<file path="config.mk">
export PLATFORM = sky130hd
export DESIGN_NAME = pfc_ctrl
export DESIGN_NICKNAME = d
export VERILOG_FILES = /design/src/pfc_pkg.sv /design/src/pfc_grp_mem.sv /design/src/pfc_ctrl.sv
export SDC_FILE = /design/constraint.sdc
export NUM_CORES = 1
export LEC_CHECK = 0
export ABC_CLOCK_PERIOD_IN_PS = 2600
export BUFFER_PORTS_ARGS = -buffer_cell sky130_fd_sc_hd__buf_2
export CAP_MARGIN = 10
export CORE_UTILIZATION = 30
export DETAILED_ROUTE_END_ITERATION = 16
export GPL_TIMING_DRIVEN = 0
export PLACE_DENSITY = 0.48
export SKIP_CTS_REPAIR_TIMING = 1
export SYNTH_ARGS = -nofsm -noshare
export SYNTH_HDL_FRONTEND = slang
export SYNTH_SLANG_ARGS = --single-unit
</file>
<file path="constraint.sdc">
create_clock -name core_clk -period 2.6 [get_ports core_clk]
set_input_delay 0.39 -clock core_clk [delete_from_list [all_inputs] [get_ports core_clk]]
set_output_delay 0.39 -clock core_clk [all_outputs]
set_load 0.05 [all_outputs]
</file>
<file path="src/pfc_pkg.sv">
// Package for the parallel flash host controller.
// Assumes a single core clock; used by pfc_ctrl and the testbench.
package pfc_pkg;
  // Software register offsets of the controller
  localparam logic [3:0] REG_CTRL = 4'h0;
  localparam logic [3:0] REG_ADDR = 4'h1;
  localparam logic [3:0] REG_WDATA = 4'h2;
  localparam logic [3:0] REG_CMD = 4'h3;
  localparam logic [3:0] REG_STATUS = 4'h4;
  localparam logic [3:0] REG_RDATA = 4'h5;
  localparam logic [3:0] REG_GROUP = 4'h6;
  // Control register fields
  localparam int CTRL_WORD_BIT = 0;
  localparam int CTRL_BOOT_LOCK_BIT = 1;
  localparam int CTRL_ACCEL_BIT = 2;
  localparam int CTRL_HVPROT_BIT = 3;
  localparam int CTRL_BOTTOM_BIT = 4;
  localparam logic [7:0] CTRL_RESET_VAL = 8'h01;
  // Command codes
  localparam logic [2:0] CMD_READ = 3'h1;
  localparam logic [2:0] CMD_WRITE = 3'h2;
  localparam logic [2:0] CMD_HW_ID = 3'h3;
  localparam logic [2:0] CMD_PROT_VERIFY = 3'h4;
  localparam logic [2:0] CMD_HW_RESET = 3'h5;
  localparam logic [2:0] CMD_MFR_ID = 3'h6;
  // Timing in ns and cycles at 100 MHz
  localparam int CLK_PERIOD_NS = 10;
  localparam int ACCESS_TIME_NS = 90;
  localparam int ACCESS_CYC = (ACCESS_TIME_NS + CLK_PERIOD_NS - 1) / CLK_PERIOD_NS;
  localparam int WRITE_PULSE_NS = 35;
  localparam int WRITE_CYC = (WRITE_PULSE_NS + CLK_PERIOD_NS - 1) / CLK_PERIOD_NS;
  localparam int RESET_PULSE_NS = 500;
  localparam int RESET_CYC = (RESET_PULSE_NS + CLK_PERIOD_NS - 1) / CLK_PERIOD_NS;
  localparam int RECOVER_NS = 50;
  localparam int RECOVER_CYC = (RECOVER_NS + CLK_PERIOD_NS - 1) / CLK_PERIOD_NS;
  // Address width, protection group count and protected verify code
  localparam int ADDR_W = 22;
  localparam int GROUPS = 40;
  localparam logic [7:0] PROTECTED_CODE = 8'h01;
  typedef enum logic [2:0] {
    PFC_IDLE = 3'b000,
    PFC_READ = 3'b001,
    PFC_WRITE = 3'b010,
    PFC_RESET = 3'b011,
    PFC_RECOVER = 3'b100
  } pfc_state_e;
endpackage

</file>
<file path="src/pfc_grp_mem.sv">
// Small memory of per-group protection flags seen by verify reads.
// Assumes one writer and one reader port on the core clock.
`timescale 1ns/1ps
module pfc_grp_mem #(
  parameter int DEPTH = 40
) (
  // Clock and reset
  input wire logic core_clk,
  input wire logic reset,
  // Write port
  input wire logic wr_en,
  input wire logic [5:0] wr_addr,
  input wire logic wr_data,
  // Read port
  input wire logic [5:0] rd_addr,
  output logic rd_data
);
  initial begin
    if (DEPTH < 1 || DEPTH > 64) begin
      $error("pfc_grp_mem depth out of range");
    end
  end
  logic [DEPTH-1:0] flags_ff;
  logic rd_ff;
  always_ff @(posedge core_clk) begin
    if (reset) begin
      flags_ff <= '0;
      rd_ff <= 1'b0;
    end else begin
      if (wr_en && wr_addr < 6'(DEPTH)) begin
        flags_ff[wr_addr] <= wr_data;
      end
      rd_ff <= (rd_addr < 6'(DEPTH)) ? flags_ff[rd_addr] : 1'b0;
    end
  end
  assign rd_data = rd_ff;
endmodule

</file>
<file path="src/pfc_ctrl.sv">
// Host-side controller driving an asynchronous parallel NOR flash.
// Assumes flash pins are sampled synchronously; high voltage levels are
// requested through level-select outputs handled by board drivers.
// Behaviour
// - Host writes reset command when timeout flag high or in autoselect.
// - Hardware autoselect: high voltage on select line, protect bit low.
// - Protection verify: sector on top bits, addr bit1 high, bit0 low.
// - Manufacturer read holds address bit eight high.
// - Autoselect codes also reachable by command sequence at logic levels.
// - Command writes drive write and chip select low, output enable high.
// - Reset pin at high voltage enables in-system protection method.
// - Protect all unprotected groups before any chip unprotect write.
// - Programmer method needs high voltage on output enable and select.
//
// Added by the designer: the plain strobed port and the placing of the registers.
`timescale 1ns/1ps
module pfc_ctrl #(
  parameter int RESET_CYCLES = pfc_pkg::RESET_CYC,
  parameter int ACCESS_CYCLES = pfc_pkg::ACCESS_CYC
) (
  // Clock and reset
  input wire logic core_clk,
  input wire logic reset,
  // Software register port
  input wire logic [3:0] reg_addr,
  input wire logic [31:0] reg_wdata,
  input wire logic reg_wr,
  input wire logic reg_rd,
  output logic [31:0] reg_rdata,
  // Flash control pins
  output logic chip_select_low,
  output logic output_enable_low,
  output logic write_strobe_low,
  output logic width_select_n,
  output logic hw_reset_low,
  output logic boot_lock_accel_pin,
  // High voltage requests for board drivers
  output logic hv_select_line,
  output logic hv_reset_level,
  output logic accel_level,
  // Flash address and data
  output logic [21:0] flash_addr,
  input wire logic [15:0] flash_dq_in,
  output logic [15:0] flash_dq_out,
  output logic [15:0] flash_dq_oe
);
  initial begin
    if (RESET_CYCLES < 1 || RESET_CYCLES > 65535 || ACCESS_CYCLES < 1 ||
        ACCESS_CYCLES > 65535) begin
      $error("pfc_ctrl cycle counts out of range");
    end
  end

  typedef struct packed {
    pfc_pkg::pfc_state_e state;
    logic [15:0] cnt;
    logic [7:0] ctrl;
    logic [21:0] addr;
    logic [15:0] wdata;
    logic [15:0] rdata;
    logic busy;
    logic autoselect;
    logic timeout_seen;
    logic verify_pending;
    logic [5:0] verify_group;
    logic [31:0] rd_out;
    logic cs_n;
    logic oe_n;
    logic we_n;
    logic rst_n;
    logic hv_sel;
    logic [15:0] dq_out;
    logic [15:0] dq_oe;
  } pfc_regs_s;

  pfc_regs_s cur_ff;
  pfc_regs_s nxt_st;
  logic grp_rd;

  // Group index from the upper address bits of either boot layout
  function automatic logic [5:0] grp_of(input logic [21:0] a, input logic bottom);
    logic [9:0] up;
    logic [5:0] g;
    up = a[21:12];
    g = 6'h00;
    if (bottom) begin
      if (up[9:3] == 7'h00) begin
        g = {3'h0, up[2:0]};
      end else if (up[9:5] == 5'h00) begin
        g = 6'h08;
      end else begin
        g = 6'(up[9:5]) + 6'h08;
      end
    end else begin
      if (up[9:3] == 7'h7f) begin
        g = 6'h20 + {3'h0, up[2:0]};
      end else if (up[9:5] == 5'h1f) begin
        g = 6'h1f;
      end else begin
        g = {1'b0, up[9:5]};
      end
    end
    return g;
  endfunction

  pfc_grp_mem #(
    .DEPTH(pfc_pkg::GROUPS)
  ) u_grp (
    .core_clk(core_clk),
    .reset(reset),
    .wr_en(cur_ff.verify_pending),
    .wr_addr(cur_ff.verify_group),
    .wr_data(cur_ff.rdata[7:0] == pfc_pkg::PROTECTED_CODE),
    // Lookup follows the group of the current address, one cycle behind it
    .rd_addr(grp_of(cur_ff.addr, cur_ff.ctrl[pfc_pkg::CTRL_BOTTOM_BIT])),
    .rd_data(grp_rd)
  );

  always_comb begin
    logic word;
    logic [2:0] cmd;
    word = 1'b0;
    cmd = reg_wdata[2:0];
    nxt_st = cur_ff;
    nxt_st.verify_pending = 1'b0;
    word = cur_ff.ctrl[pfc_pkg::CTRL_WORD_BIT];
    // Register writes
    if (reg_wr) begin
      case (reg_addr)
        pfc_pkg::REG_CTRL: nxt_st.ctrl = reg_wdata[7:0];
        pfc_pkg::REG_ADDR: nxt_st.addr = reg_wdata[21:0];
        pfc_pkg::REG_WDATA: nxt_st.wdata = reg_wdata[15:0];
        default: ;
      endcase
    end
    nxt_st.rd_out = 32'h0;
    if (reg_rd) begin
      case (reg_addr)
        pfc_pkg::REG_CTRL: nxt_st.rd_out = {24'h0, cur_ff.ctrl};
        pfc_pkg::REG_ADDR: nxt_st.rd_out = {10'h0, cur_ff.addr};
        pfc_pkg::REG_WDATA: nxt_st.rd_out = {16'h0, cur_ff.wdata};
        pfc_pkg::REG_STATUS: nxt_st.rd_out = {28'h0, cur_ff.timeout_seen,
          cur_ff.autoselect, 1'b0, cur_ff.busy};
        pfc_pkg::REG_RDATA: nxt_st.rd_out = {16'h0, cur_ff.rdata};
        pfc_pkg::REG_GROUP: nxt_st.rd_out = {25'h0, grp_rd,
          grp_of(cur_ff.addr, cur_ff.ctrl[pfc_pkg::CTRL_BOTTOM_BIT])};
        default: nxt_st.rd_out = 32'h0;
      endcase
    end
    case (cur_ff.state)
      pfc_pkg::PFC_IDLE: begin
        nxt_st.cnt = 16'h0;
        nxt_st.busy = 1'b0;
        nxt_st.cs_n = 1'b1;
        nxt_st.oe_n = 1'b1;
        nxt_st.we_n = 1'b1;
        nxt_st.hv_sel = 1'b0;
        nxt_st.dq_oe = 16'h0;
        if (reg_wr && reg_addr == pfc_pkg::REG_CMD) begin
          nxt_st.busy = 1'b1;
          case (cmd)
            pfc_pkg::CMD_READ: begin
              nxt_st.state = pfc_pkg::PFC_READ;
              nxt_st.cs_n = 1'b0;
              nxt_st.oe_n = 1'b0;
            end
            pfc_pkg::CMD_WRITE: begin
              // Write strobe with output enable held high
              nxt_st.state = pfc_pkg::PFC_WRITE;
              nxt_st.cs_n = 1'b0;
              nxt_st.we_n = 1'b0;
              // Byte mode puts the low address bit on the top data line
              nxt_st.dq_out = word ? cur_ff.wdata : {cur_ff.addr[0], 7'h0,
                cur_ff.wdata[7:0]};
              nxt_st.dq_oe = word ? 16'hffff : 16'h80ff;
              // Reset command clears tracked autoselect and timeout
              if (cur_ff.wdata[7:0] == 8'hf0) begin
                nxt_st.autoselect = 1'b0;
                nxt_st.timeout_seen = 1'b0;
              end else if (cur_ff.wdata[7:0] == 8'h90) begin
                nxt_st.autoselect = 1'b1;
              end
            end
            pfc_pkg::CMD_HW_ID, pfc_pkg::CMD_PROT_VERIFY, pfc_pkg::CMD_MFR_ID: begin
              nxt_st.state = pfc_pkg::PFC_READ;
              nxt_st.cs_n = 1'b0;
              nxt_st.oe_n = 1'b0;
              nxt_st.hv_sel = 1'b1;
              nxt_st.addr[6] = 1'b0;
              nxt_st.verify_group = grp_of(cur_ff.addr,
                cur_ff.ctrl[pfc_pkg::CTRL_BOTTOM_BIT]);
              if (cmd == pfc_pkg::CMD_PROT_VERIFY) begin
                nxt_st.addr[1:0] = 2'b10;
              end else if (cmd == pfc_pkg::CMD_MFR_ID) begin
                nxt_st.addr[8] = 1'b1;
                nxt_st.addr[1:0] = 2'b00;
              end
            end
            pfc_pkg::CMD_HW_RESET: begin
              nxt_st.state = pfc_pkg::PFC_RESET;
              nxt_st.rst_n = 1'b0;
            end
            // No unprotect or programmer-timing cycle is ever issued
            default: nxt_st.busy = 1'b0;
          endcase
        end
      end
      pfc_pkg::PFC_READ: begin
        // Hold address until data has settled, then sample
        nxt_st.cnt = cur_ff.cnt + 16'h1;
        if (cur_ff.cnt >= 16'(ACCESS_CYCLES - 1)) begin
          nxt_st.rdata = word ? flash_dq_in : {8'h0, flash_dq_in[7:0]};
          // Identifier reads carry no status bits
          if (flash_dq_in[5] && !cur_ff.hv_sel && !cur_ff.autoselect) begin
            nxt_st.timeout_seen = 1'b1;
          end
          nxt_st.verify_pending = cur_ff.hv_sel && cur_ff.addr[1:0] == 2'b10 &&
            !cur_ff.addr[6];
          nxt_st.state = pfc_pkg::PFC_RECOVER;
          nxt_st.cnt = 16'h0;
          nxt_st.cs_n = 1'b1;
          nxt_st.oe_n = 1'b1;
          nxt_st.hv_sel = 1'b0;
        end
      end
      pfc_pkg::PFC_WRITE: begin
        nxt_st.cnt = cur_ff.cnt + 16'h1;
        if (cur_ff.cnt >= 16'(pfc_pkg::WRITE_CYC - 1)) begin
          // Flash latches on the rising strobe, so select and data hold a cycle more
          nxt_st.we_n = 1'b1;
          nxt_st.state = pfc_pkg::PFC_RECOVER;
          nxt_st.cnt = 16'h0;
        end
      end
      pfc_pkg::PFC_RESET: begin
        // Flash drops any half-written command during the pulse
        nxt_st.cnt = cur_ff.cnt + 16'h1;
        if (cur_ff.cnt >= 16'(RESET_CYCLES - 1)) begin
          nxt_st.rst_n = 1'b1;
          nxt_st.autoselect = 1'b0;
          nxt_st.timeout_seen = 1'b0;
          nxt_st.state = pfc_pkg::PFC_RECOVER;
          nxt_st.cnt = 16'h0;
        end
      end
      pfc_pkg::PFC_RECOVER: begin
        // Release the bus one cycle after the write strobe rose
        nxt_st.cs_n = 1'b1;
        nxt_st.oe_n = 1'b1;
        nxt_st.dq_oe = 16'h0;
        nxt_st.cnt = cur_ff.cnt + 16'h1;
        if (cur_ff.cnt >= 16'(pfc_pkg::RECOVER_CYC - 1)) begin
          nxt_st.state = pfc_pkg::PFC_IDLE;
          nxt_st.busy = 1'b0;
        end
      end
      default: nxt_st.state = pfc_pkg::PFC_IDLE;
    endcase
  end

  always_ff @(posedge core_clk) begin
    if (reset) begin
      cur_ff <= '0;
      cur_ff.state <= pfc_pkg::PFC_IDLE;
      cur_ff.ctrl <= pfc_pkg::CTRL_RESET_VAL;
      cur_ff.cs_n <= 1'b1;
      cur_ff.oe_n <= 1'b1;
      cur_ff.we_n <= 1'b1;
      cur_ff.rst_n <= 1'b1;
    end else begin
      cur_ff <= nxt_st;
    end
  end

  // Outputs straight from the state register
  assign reg_rdata = cur_ff.rd_out;
  assign chip_select_low = cur_ff.cs_n;
  assign output_enable_low = cur_ff.oe_n;
  assign write_strobe_low = cur_ff.we_n;
  assign width_select_n = cur_ff.ctrl[pfc_pkg::CTRL_WORD_BIT];
  assign hw_reset_low = cur_ff.rst_n;
  assign boot_lock_accel_pin = cur_ff.ctrl[pfc_pkg::CTRL_BOOT_LOCK_BIT];
  assign accel_level = cur_ff.ctrl[pfc_pkg::CTRL_ACCEL_BIT];
  assign hv_reset_level = cur_ff.ctrl[pfc_pkg::CTRL_HVPROT_BIT];
  assign hv_select_line = cur_ff.hv_sel;
  assign flash_addr = cur_ff.addr;
  assign flash_dq_out = cur_ff.dq_out;
  assign flash_dq_oe = cur_ff.dq_oe;
endmodule

</file>
# Yosys cells after proc, flatten, opt, wreduce, memory -nomap -nowiden

Index checks and enable logic that the tools add are counted.

Output and inout port bits: 95
RAM bits: 0
Memories: 0
Latch bits: 0
Input bits: 56
Register bits: 201
Bits in read-only memories: 0

Bitwise gates (word level): 4
Reductions and logical operators: 42
Mux-type cells: 67
Order comparisons: 9
Div/mod/pow operators: 0
Add/subtract/negate cells: 3
Equality and inequality tests: 33
Multipliers: 0
Shift operators: 0

Operators by type and width:

| operator                | count |
|---|---|
| $pmux W22 S6            | 1 |
| $pmux W16 S5            | 1 |
| $mux W19                | 3 |
| $mux W16                | 3 |
| $bwmux W40              | 1 |
| $mux W37                | 1 |
| $mux W32                | 1 |
| $pmux W16 S2            | 1 |
| $mux W25                | 1 |
| $mux W1                 | 24 |
| $mux W6                 | 4 |
| $mux W2                 | 9 |
| $add A16 B1 Y16 const B | 1 |
| $eq A8 B8 Y1 const B    | 2 |
| $ge A16 B2 Y1 const B   | 1 |
| $ge A16 B3 Y1 const B   | 1 |
| $ge A16 B4 Y1 const B   | 1 |
| $ge A16 B6 Y1 const B   | 1 |
| $reduce_and A2 Y1       | 8 |
| $mux W15                | 1 |
| $pmux W3 S5             | 1 |
| $lt A6 B7 Y1 const B    | 2 |
| $ne A2 B2 Y1 const B    | 7 |
| $eq A3 B2 Y1 const B    | 4 |
| 45 further kinds        | 78 |

# Longest topological paths before layout

Gate-level depths: netlist (run 1).

Word-level depth: 8
Gate-level depth with buffers: 10
Mapped depth without buffers: 10

# Hierarchy

From an unflattened synthesis (run 1), not the netlist that was laid out.

Cells, all modules: 1054
Area, all modules: 8563.2 sq um

By module, submodules not included:

| module      | area each (sq um) | cells an instance | instances |
|---|---|---|---|
| pfc_ctrl    | 6418.7            | 789               | 1 |
| pfc_grp_mem | 2144.6            | 265               | 1 |

# Worst setup path before layout (run 1)

No wires, ideal clock.

Path kind: reg2reg
From: register cur_ff, in the netlist flash_addr[15]
To: register u_grp.rd_ff, in the netlist u_grp.rd_data
Data required time: 2.460 ns
Slack: 0.464 ns
Path buffers: 0
Data arrival time: 1.996 ns
Stages on the path, launching flop included: 9
Period minus slack after synthesis: 2.136 ns
Path through: dfxtp_1 > nor4_4 > nor3b_1 > o22ai_1 > a2111oi_0 > a41oi_1 > a211o_1 > nand4_1 > a41oi_2

Longest elaborated chain between the ends: 6
Elaborated cells on any way between the ends: 10

Ends and longest elaborated chain:

| element                                                             | line                           | source |
|---|---|---|
| start: declaration                                                  | pfc_ctrl.sv:76                 | `pfc_regs_s cur_ff;` |
| start signal: assignment                                            | pfc_ctrl.sv:271                | `cur_ff <= nxt_st;` |
| $eq A7 B7 Y1 or $logic_not A7 Y1 (tied branches)                    | pfc_ctrl.sv:95, pfc_ctrl.sv:87 |  |
| $mux W6 (on tied branches)                                          | n/a                            |  |
| $mux W6 *                                                           | n/a                            |  |
| parallel branches: the longest is 3 deep, another holds $bmux W1 S6 | n/a                            |  |
| end signal: assignment                                              | pfc_grp_mem.sv:33              | `rd_ff <= (rd_addr < 6'(DEPTH)) ? flags_ff[rd_addr] : 1'b0;` |
| end: declaration                                                    | pfc_grp_mem.sv:24              | `logic rd_ff;` |

Mark *: on every way between the ends. The select of a mux whose other input is x is not followed.
A chain may end at the register's enable or synchronous reset.

# Final worst setup path (run 1)

From: register cur_ff[137] (netlist name)
To: register u_grp.rd_ff, in the netlist u_grp.rd_data

Longest elaborated chain between the ends: 4
Elaborated cells on any way between the ends: 6

Ends and longest elaborated chain:

| element |
|---|
| $mux W6 * |
| parallel branches: the longest is 3 deep, another holds $bmux W1 S6 |

Marks and branches as above.

==> reports/qor.csv, run 1 <==
stage,metric,value,unit
global_route,met1 capacity usage during global routing,27.0,%
timing,Worst slew margin,29.2,%
power_and_ir_drop,fraction of power consumed by the clock network,40.4,%
layout,final core area utilization,37.1,%
timing,final slew viol count,0,
critical_path,path depth of the worst reg2reg path,11,
power_and_ir_drop,share of power burned in registers,42.2,%
clock_network,root buffer cell,sky130_fd_sc_hd__clkbuf_16,
yosys,mean post-synth cell area,7.74,µm²
place,routability cong.,0.813,
power_and_ir_drop,proportion of power drawn by combinational gates,17.4,%
place,count of placed standard cells including taps,1653,
clock_network,Clock transition at path regs,0.09,ns
clock_network,CTS tree,yes,
critical_path,critical path class,register to register,
layout,final design instance area without fill,0.0106,mm²
critical_path,end of the worst register-to-register path,u_grp.rd_data,
critical_path,"CP delay by family, top",compound AO/OA/AOI/OAI gates,
timing,number of failing setup endpoints in the final timing report,0,
critical_path,Worst Path Buf+Inv,3,
die,die boundary height,173,µm
yosys,Synth Register Bits,177,
min_path,Min-Delay Path Class,input pin to register,
routing,DR pass1 iterations,5,
clock_network,sink count of the clock tree,177,
global_route,antenna violations before repair,0,
routing,Routed Wire Length,28500,µm
power_and_ir_drop,Pwr Total,0.00664,W
critical_path,critical path data arrival time,2.84,ns
routing,mean routed wirelength per cell,16.9,µm
critical_path,Critical Path Source Type,register,
timing,Final period util,98.8,%
timing,Final TNS setup,0,ns
power_and_ir_drop,power density of the placed cells,623,mW/mm²
die,total die area,0.0298,mm²
routing,vias post-DR,8219,
die,Rows,62,
layout,share of cells above drive strength 1,22.8,%
critical_path,reg-to-reg startpoint,cur_ff[137],
timing,measured slew at the worst slew-check pin,1.05,ns
layout,most frequent cells in the layout,"sky130_fd_sc_hd__nand2_1 (221), sky130_fd_sc_hd__dfxtp_1 (173), sky130_fd_sc_hd__a21oi_1 (143), sky130_fd_sc_hd__buf_2 (136)",
yosys,sequential fraction of the synthesis area,40.6,%
layout,number of antenna repair diodes,0,
global_route,maximum number of pins on one net before global-route repair,19,
routing,Antenna Nets Post-Route,0,
die,effective utilization at floorplan,30.4,%
critical_path,cell-by-cell listing of the critical path,clkbuf_4 -> nor4b_4 -> a21oi_4 -> o21ai_4 -> buf_4 -> buf_4 -> nor2b_1 -> a211oi_2 -> a2111oi_1 -> a311oi_1 -> a41oi_2,
job,# Max-Cap Violations,0,
die,number of placed I/O pins,151,
critical_path,critical path startpoint,cur_ff[137],
critical_path,required time of the critical path,2.87,ns
yosys,Yosys warnings,0,
critical_path,largest fanout on the critical path,10,
timing,Tmin final,2.57,ns
power_and_ir_drop,total internal power,0.00452,W
yosys,predominant post-synthesis flop cell,sky130_fd_sc_hd__dfxtp_1,
timing,top achievable clock speed,0.389,GHz
die,width of the chip,173,µm
clock_network,Clock H-tree levels,4,
critical_path,Crit-path slowest cell,sky130_fd_sc_hd__a311oi_1,
run_status,outcome,"complete, no violations",
critical_path,number of cells on the critical path,11,
critical_path,termination of the worst setup path,u_grp.rd_data,
yosys,count of mapped cells out of synthesis,1128,
layout,"most common cell after layout, fill and taps aside",sky130_fd_sc_hd__nand2_1,
timing,final clock skew,0.0217,ns
place,post-detailed-placement cell area,0.00991,mm²
layout,Post-Layout Cell Count,1689,
critical_path,FF-to-FF setup slack,0.03,ns
clock_network,CTS max path bufs,2,
power_and_ir_drop,Net Switching,0.00211,W
routing,Avg Vias per Cell,4.87,
clock_network,later-pin clock latency in the skew report,0.45,ns
clock_network,Inserted Clock Buffers,17,
layout,area growth from synthesis to layout,21.9,%
global_route,global-route met3 utilization,3.91,%
critical_path,kind of capture point of the worst setup path,register,
layout,filler cell count in the final layout,3083,
routing,count of unresolved DRC violations after routing,0,
layout,Final Net Count,1353,
critical_path,Slowest Stage Delay on Critical Path,0.35,ns
global_route,met2 layer usage reported by global route,29.3,%
die,area of the core,0.0287,mm²
yosys,count of flip-flops with a built-in enable after synthesis,0,
yosys,cell area after technology mapping,0.00873,mm²
timing,hold violation total from the final report,0,
power_and_ir_drop,leakage component of the power,4.16,nW
power_and_ir_drop,switching part of the total power,31.9,%
place,number of buffer cells added on primary ports,130,
global_route,global route hottest layer,met2,
place,HPWL after detailed placement,21300,µm
timing,setup repair after global routing missed its margin,yes,
global_route,remaining global-route overflow,0,
global_route,wire length of the first global-routing pass,44300,µm
global_route,vias in the first global route,7632,
routing,1st-iter DRT viols,624,
yosys,count of unique library cells instantiated by Yosys,60,
global_route,Overall Global Routing Usage,19.1,%
power_and_ir_drop,Worst IR Drop VDD,0.418,mV
yosys,proportion of register bits with asynchronous set or reset after synthesis,0,%
critical_path,cell occurring most often along the worst timing path,sky130_fd_sc_hd__buf_4,
## sequential cells by signal, summed over array words and instances (netlist names), 2 cells and up
register and count:
flash_dq_oe 2, cur_ff 65, flash_addr 22, flash_dq_out 16
reg_rdata 22, u_grp.flags_ff 40
## how the worst min path moves through the flow
stage | from | endpoint | slack (ns) | cells past startpoint
floorplan | u_grp.flags_ff[16] | u_grp.flags_ff[16] | 0.43 | 2
global placement | cur_ff[90] | cur_ff[90] | 0.44 | 2
detailed placement | u_grp.flags_ff[16] | u_grp.flags_ff[16] | 0.44 | 2
CTS | reg_wdata[17] | flash_addr[17] | 0.16 | 3
global route | reg_wdata[18] | flash_addr[18] | 0.16 | 3
finish | reg_wdata[18] | flash_addr[18] | 0.17 | 3
## area by class of cell
type	count	area, µm²	area share, %
inverter	7	26.3	0.247
clock inverter	14	170	1.60
tap	384	480	4.51
multi-input combinational	795	4350	40.8
buffer	158	947	8.90
clock buffer	18	439	4.12
sequential	177	3550	33.3
timing repair buffer	136	691	6.49
## power by group through the flow
stage | Clock, W | Sequential [W] | Combinational [W]
after detailed placement | 0 | 0.00287 | 0.00112
after global routing | 0.00284 | 0.00281 | 0.00128
final | 0.00268 | 0.00280 | 0.00115
after floorplan | 0 | 0.00288 | 0.000780
after CTS | 0.00273 | 0.00280 | 0.00113
after global placement | 0 | 0.00286 | 0.00112
## Yosys cell counts, types with 4 or more instances
| cell type | instances | share of area, % |
|---|---|---|
| sky130_fd_sc_hd__a2111oi_0 | 5 | 0.50 |
| sky130_fd_sc_hd__a211o_1 | 5 | 0.50 |
| sky130_fd_sc_hd__a211oi_1 | 10 | 0.86 |
| sky130_fd_sc_hd__a21oi_1 | 143 | 8.2 |
| sky130_fd_sc_hd__a22oi_1 | 19 | 1.6 |
| sky130_fd_sc_hd__a311oi_1 | 5 | 0.50 |
| sky130_fd_sc_hd__and3_1 | 22 | 1.6 |
| sky130_fd_sc_hd__buf_2 | 7 | 0.40 |
| sky130_fd_sc_hd__buf_4 | 86 | 7.4 |
| sky130_fd_sc_hd__clkbuf_1 | 61 | 2.6 |
| sky130_fd_sc_hd__dfxtp_1 | 177 | 41 |
| sky130_fd_sc_hd__ha_1 | 5 | 0.72 |
| sky130_fd_sc_hd__inv_1 | 7 | 0.30 |
| sky130_fd_sc_hd__mux2i_1 | 35 | 4.0 |
| sky130_fd_sc_hd__nand2_1 | 221 | 9.5 |
| sky130_fd_sc_hd__nand2b_1 | 8 | 0.57 |
| sky130_fd_sc_hd__nand3_1 | 44 | 2.5 |
| sky130_fd_sc_hd__nand3b_1 | 6 | 0.52 |
| sky130_fd_sc_hd__nand4_1 | 4 | 0.29 |
| sky130_fd_sc_hd__nor2_1 | 91 | 3.9 |
| sky130_fd_sc_hd__nor2b_1 | 10 | 0.72 |
| sky130_fd_sc_hd__nor3_1 | 16 | 0.92 |
| sky130_fd_sc_hd__nor3b_1 | 11 | 0.95 |
| sky130_fd_sc_hd__nor4_1 | 7 | 0.50 |
| sky130_fd_sc_hd__nor4b_1 | 6 | 0.60 |
| sky130_fd_sc_hd__o21ai_0 | 53 | 3.0 |
| sky130_fd_sc_hd__or2_2 | 4 | 0.29 |
| sky130_fd_sc_hd__or3_1 | 7 | 0.50 |
## tightest hold or removal path: stages
cell and delay (ns):
sky130_fd_sc_hd__buf_2 0.10, sky130_fd_sc_hd__nand2_1 0.05, sky130_fd_sc_hd__a21oi_1 0.05
## cells by family after synthesis
logic type / share of synthesized area [%]
and+or+nand+nor: 24.9
AOI/OAI and AO/OA: 18.1
DFF: 40.6
buffers and inverters: 11.0
muxes: 4.40
adders and majority gates: 0.716
xor gates and xnor gates: 0.301
other: 0.0429
## through the flow
step           setup WS [ns]  hold WS, ns
3_5_place_dp          -0.186        0.445
2_1_floorplan          0.464        0.432
6_report              0.0321        0.169
5_1_grt               -0.119        0.159
3_3_place_gp          -0.204        0.439
4_1_cts               -0.234        0.158
## routing by layer
layer  routed length [µm]  part of all wire (%)
met5                    0                     0
met1                14200                    50
met4                  422                   1.5
met3                 1340                   4.7
met2                12500                    44
Power figures use the tool's default switching activity.
==> run 2: changes to the inputs <==
--- a/config.mk
+++ b/config.mk
@@ -5,7 +5,7 @@
 export SDC_FILE = /design/constraint.sdc
 export NUM_CORES = 1
 export LEC_CHECK = 0
-export ABC_CLOCK_PERIOD_IN_PS = 2600
+export ABC_CLOCK_PERIOD_IN_PS = 2900
 export BUFFER_PORTS_ARGS = -buffer_cell sky130_fd_sc_hd__buf_2
 export CAP_MARGIN = 10
 export CORE_UTILIZATION = 30
==> constraint.sdc (replaced) <==
create_clock -name core_clk -period 2.9 [get_ports core_clk]
set_input_delay 0.435 -clock core_clk [delete_from_list [all_inputs] [get_ports core_clk]]
set_output_delay 0.435 -clock core_clk [all_outputs]
set_load 0.05 [all_outputs]
==> run 2 against run 1 <==
  * Via count decreased by 0.34%
  * Core utilization decreased by 0.41 points
  * Highest routed layer unchanged
  * Combinational power decreased by 12%
  * Non-clock buffer count decreased by 4
  * Die area unchanged
  * Critical path depth decreased by 2
  * Worst setup slack improved by 0.16 ns
  * Register-to-register slack improved by 0.16 ns
  * Flip-flop and latch count unchanged
  * Count of clock-buffer cells in the layout unchanged
  * Final cell count decreased by 0.24%
  * Fmax decreased by 5.3%
  * Largest cell class unchanged
  * Largest power group unchanged
==> reports/qor.csv, run 2 (synthesis gave the netlist of run 1 again) <==
stage,metric,value,unit,change
global_route,antenna violations before repair,0,,unchanged
layout,Post-Layout Cell Count,1685,,-0.24%
die,die boundary height,173,µm,unchanged
power_and_ir_drop,leakage component of the power,4.11,nW,-1.2%
die,area of the core,0.0287,mm²,unchanged
layout,"most common cell after layout, fill and taps aside",sky130_fd_sc_hd__nand2_1,,
timing,setup repair after global routing missed its margin,yes,,
timing,measured slew at the worst slew-check pin,1.12,ns,+0.0658 ns
clock_network,root buffer cell,sky130_fd_sc_hd__clkbuf_16,,
die,total die area,0.0298,mm²,unchanged
layout,final design instance area without fill,0.0105,mm²,-1.1%
global_route,Overall Global Routing Usage,19.1,%,unchanged
timing,hold violation total from the final report,0,,unchanged
power_and_ir_drop,Net Switching,0.00188,W,-11%
place,number of buffer cells added on primary ports,130,,unchanged
routing,count of unresolved DRC violations after routing,0,,unchanged
die,width of the chip,173,µm,unchanged
layout,leading registers by flop count,"cur_ff: 65 flops, u_grp.flags_ff: 40 flops",,
critical_path,largest fanout on the critical path,10,,unchanged
critical_path,critical path class,register to register,,
global_route,maximum number of pins on one net before global-route repair,19,,unchanged
routing,Routed Wire Length,28400,µm,-0.40%
routing,vias post-DR,8191,,-0.34%
clock_network,Inserted Clock Buffers,17,,unchanged
power_and_ir_drop,fraction of power consumed by the clock network,40.5,%,about the same
power_and_ir_drop,proportion of power drawn by combinational gates,17.0,%,-0.4 points
routing,Antenna Nets Post-Route,0,,unchanged
global_route,remaining global-route overflow,0,,unchanged
timing,worst hold slack across all endpoints,0.222,ns,+0.0534 ns
critical_path,critical path data arrival time,2.98,ns,+0.14 ns
clock_network,sink count of the clock tree,177,,unchanged
clock_network,CTS max path bufs,2,,unchanged
place,routability cong.,0.813,,unchanged
critical_path,reg-to-reg startpoint,cur_ff[137],,
clock_network,CTS tree,yes,,
layout,most frequent cells in the layout,"sky130_fd_sc_hd__nand2_1 (221), sky130_fd_sc_hd__dfxtp_1 (177), sky130_fd_sc_hd__a21oi_1 (143), sky130_fd_sc_hd__buf_2 (138), sky130_fd_sc_hd__nor2_1 (91)",,
layout,share of cells above drive strength 1,21.4,%,-1.5 points
place,HPWL after detailed placement,21300,µm,unchanged
routing,mean routed wirelength per cell,16.9,µm,-0.16%
die,Rows,62,,unchanged
power_and_ir_drop,total internal power,0.00404,W,-11%
min_path,start point of the worst hold path,reg_wdata[17],,
place,count of placed standard cells including taps,1653,,unchanged
layout,area growth from synthesis to layout,20.5,%,
die,number of placed I/O pins,151,,unchanged
min_path,Min-Delay Path Class,input pin to register,,
critical_path,Critical Path Source Type,register,,
critical_path,Worst Path Buf+Inv,2,,-1
power_and_ir_drop,power density of the placed cells,562,mW/mm²,-9.9%
critical_path,kind of capture point of the worst setup path,register,,
run_status,outcome,"complete, no violations",,
routing,Avg Vias per Cell,4.86,,-0.10%
global_route,vias in the first global route,7632,,unchanged
timing,Tmin final,2.71,ns,+0.143 ns
critical_path,required time of the critical path,3.17,ns,+0.30 ns
critical_path,Slowest Stage Delay on Critical Path,0.36,ns,about the same
routing,1st-iter DRT viols,700,,+12%
routing,DR pass1 iterations,7,,+2
place,post-detailed-placement cell area,0.00991,mm²,unchanged
layout,Final Net Count,1349,,-0.30%
critical_path,cell-by-cell listing of the critical path,buf_2 -> nor4b_4 -> a21oi_2 -> o21ai_4 -> buf_4 -> mux2i_1 -> a21oi_1 -> a311oi_1 -> a41oi_2,,
critical_path,"CP delay by family, top",compound AO/OA/AOI/OAI gates,,
clock_network,Clock transition at path regs,0.08,ns,about the same
power_and_ir_drop,Worst IR Drop VDD,0.372,mV,-11%
global_route,wire length of the first global-routing pass,44300,µm,unchanged
clock_network,later-pin clock latency in the skew report,0.45,ns,about the same
die,effective utilization at floorplan,30.4,%,unchanged
critical_path,critical path startpoint,cur_ff[137],,
power_and_ir_drop,switching part of the total power,31.8,%,-0.11 points
layout,largest register by flop count,cur_ff,,
power_and_ir_drop,share of power burned in registers,42.5,%,+0.3 points
timing,Worst slew margin,24.8,%,-4.4 points
timing,number of failing setup endpoints in the final timing report,0,,unchanged
timing,Final period util,93.5,%,-5.3 points
layout,number of antenna repair diodes,0,,unchanged
timing,top achievable clock speed,0.369,GHz,-5.3%
job,# Max-Cap Violations,0,,unchanged
critical_path,Crit-path slowest cell,sky130_fd_sc_hd__a311oi_1,,
timing,final clock skew,0.0190,ns,-0.00269 ns
layout,final core area utilization,36.7,%,-0.41 points
layout,flip-flop count of the largest register after layout,65,,unchanged
timing,final slew viol count,0,,unchanged
clock_network,Clock H-tree levels,4,,unchanged
layout,filler cell count in the final layout,3102,,+0.62%
==> run 2: cell types whose count changed in the layout (fill, tap and decap cells not counted), moves of 2 or more <==
cell	delta
sky130_fd_sc_hd__a211oi_1	+2
sky130_fd_sc_hd__buf_4	-4
sky130_fd_sc_hd__clkbuf_1	+2
sky130_fd_sc_hd__a2111oi_0	+2
sky130_fd_sc_hd__clkbuf_2	-2
sky130_fd_sc_hd__dfxtp_1	+4
sky130_fd_sc_hd__buf_2	+2
sky130_fd_sc_hd__nor4_1	+2
sky130_fd_sc_hd__nor4_2	-2
sky130_fd_sc_hd__a211oi_2	-2
sky130_fd_sc_hd__dfxtp_2	-4
==> run 2: worst paths after layout <==
check | end | cells after the start | slack [ns]
worst max-delay path | u_grp.rd_data | 9 | 0.19
worst min-delay path | flash_addr[17] | 3 | 0.22
worst max register to register | u_grp.rd_data | 9 | 0.19
worst min register to register | flash_dq_out[11] | 2 | 0.45
==> run 2: power by group through the flow <==
stage	logic, W	clock network [W]	registers (W)
3_5_place_dp	0.00100	0	0.00257
2_1_floorplan	0.000699	0	0.00258
3_3_place_gp	0.00100	0	0.00257
5_1_grt	0.00112	0.00254	0.00252
4_1_cts	0.00101	0.00244	0.00251
6_report	0.00101	0.00240	0.00251
==> run 2: area by class of cell <==
| cell class | instances | area (µm²) | share of cell area (%) |
|---|---|---|---|
| Timing Repair Buffer | 132 | 661 | 6.27 |
| Multi-Input combinational cell | 795 | 4270 | 40.6 |
| Tap cell | 384 | 480 | 4.56 |
| Buffer | 158 | 936 | 8.89 |
| Clock inverter | 14 | 170 | 1.62 |
| Clock buffer | 18 | 439 | 4.17 |
| Sequential cell | 177 | 3540 | 33.7 |
| Inverter | 7 | 26.3 | 0.250 |
==> run 2: per-layer routing <==
layer,global-route usage (%),share of wire [%]
met1,27.0,50
met2,29.3,44
met3,3.91,4.4
met4,5.25,1.5
met5,0,0
==> run 2: worst min-delay path: stages <==
cell	delay, ns
sky130_fd_sc_hd__buf_2	0.10
sky130_fd_sc_hd__nand2_1	0.04
sky130_fd_sc_hd__a21oi_1	0.05
==> run 2: stage by stage <==
stage	setup slack [ns]	total power (W)	setup TNS [ns]
floorplan	0.764	0.00328	0
global route	-0.0197	0.00619	-0.0197
detailed placement	0.0807	0.00357	0
global placement	0.0777	0.00357	0
CTS	0.0664	0.00597	0
finish	0.189	0.00592	0
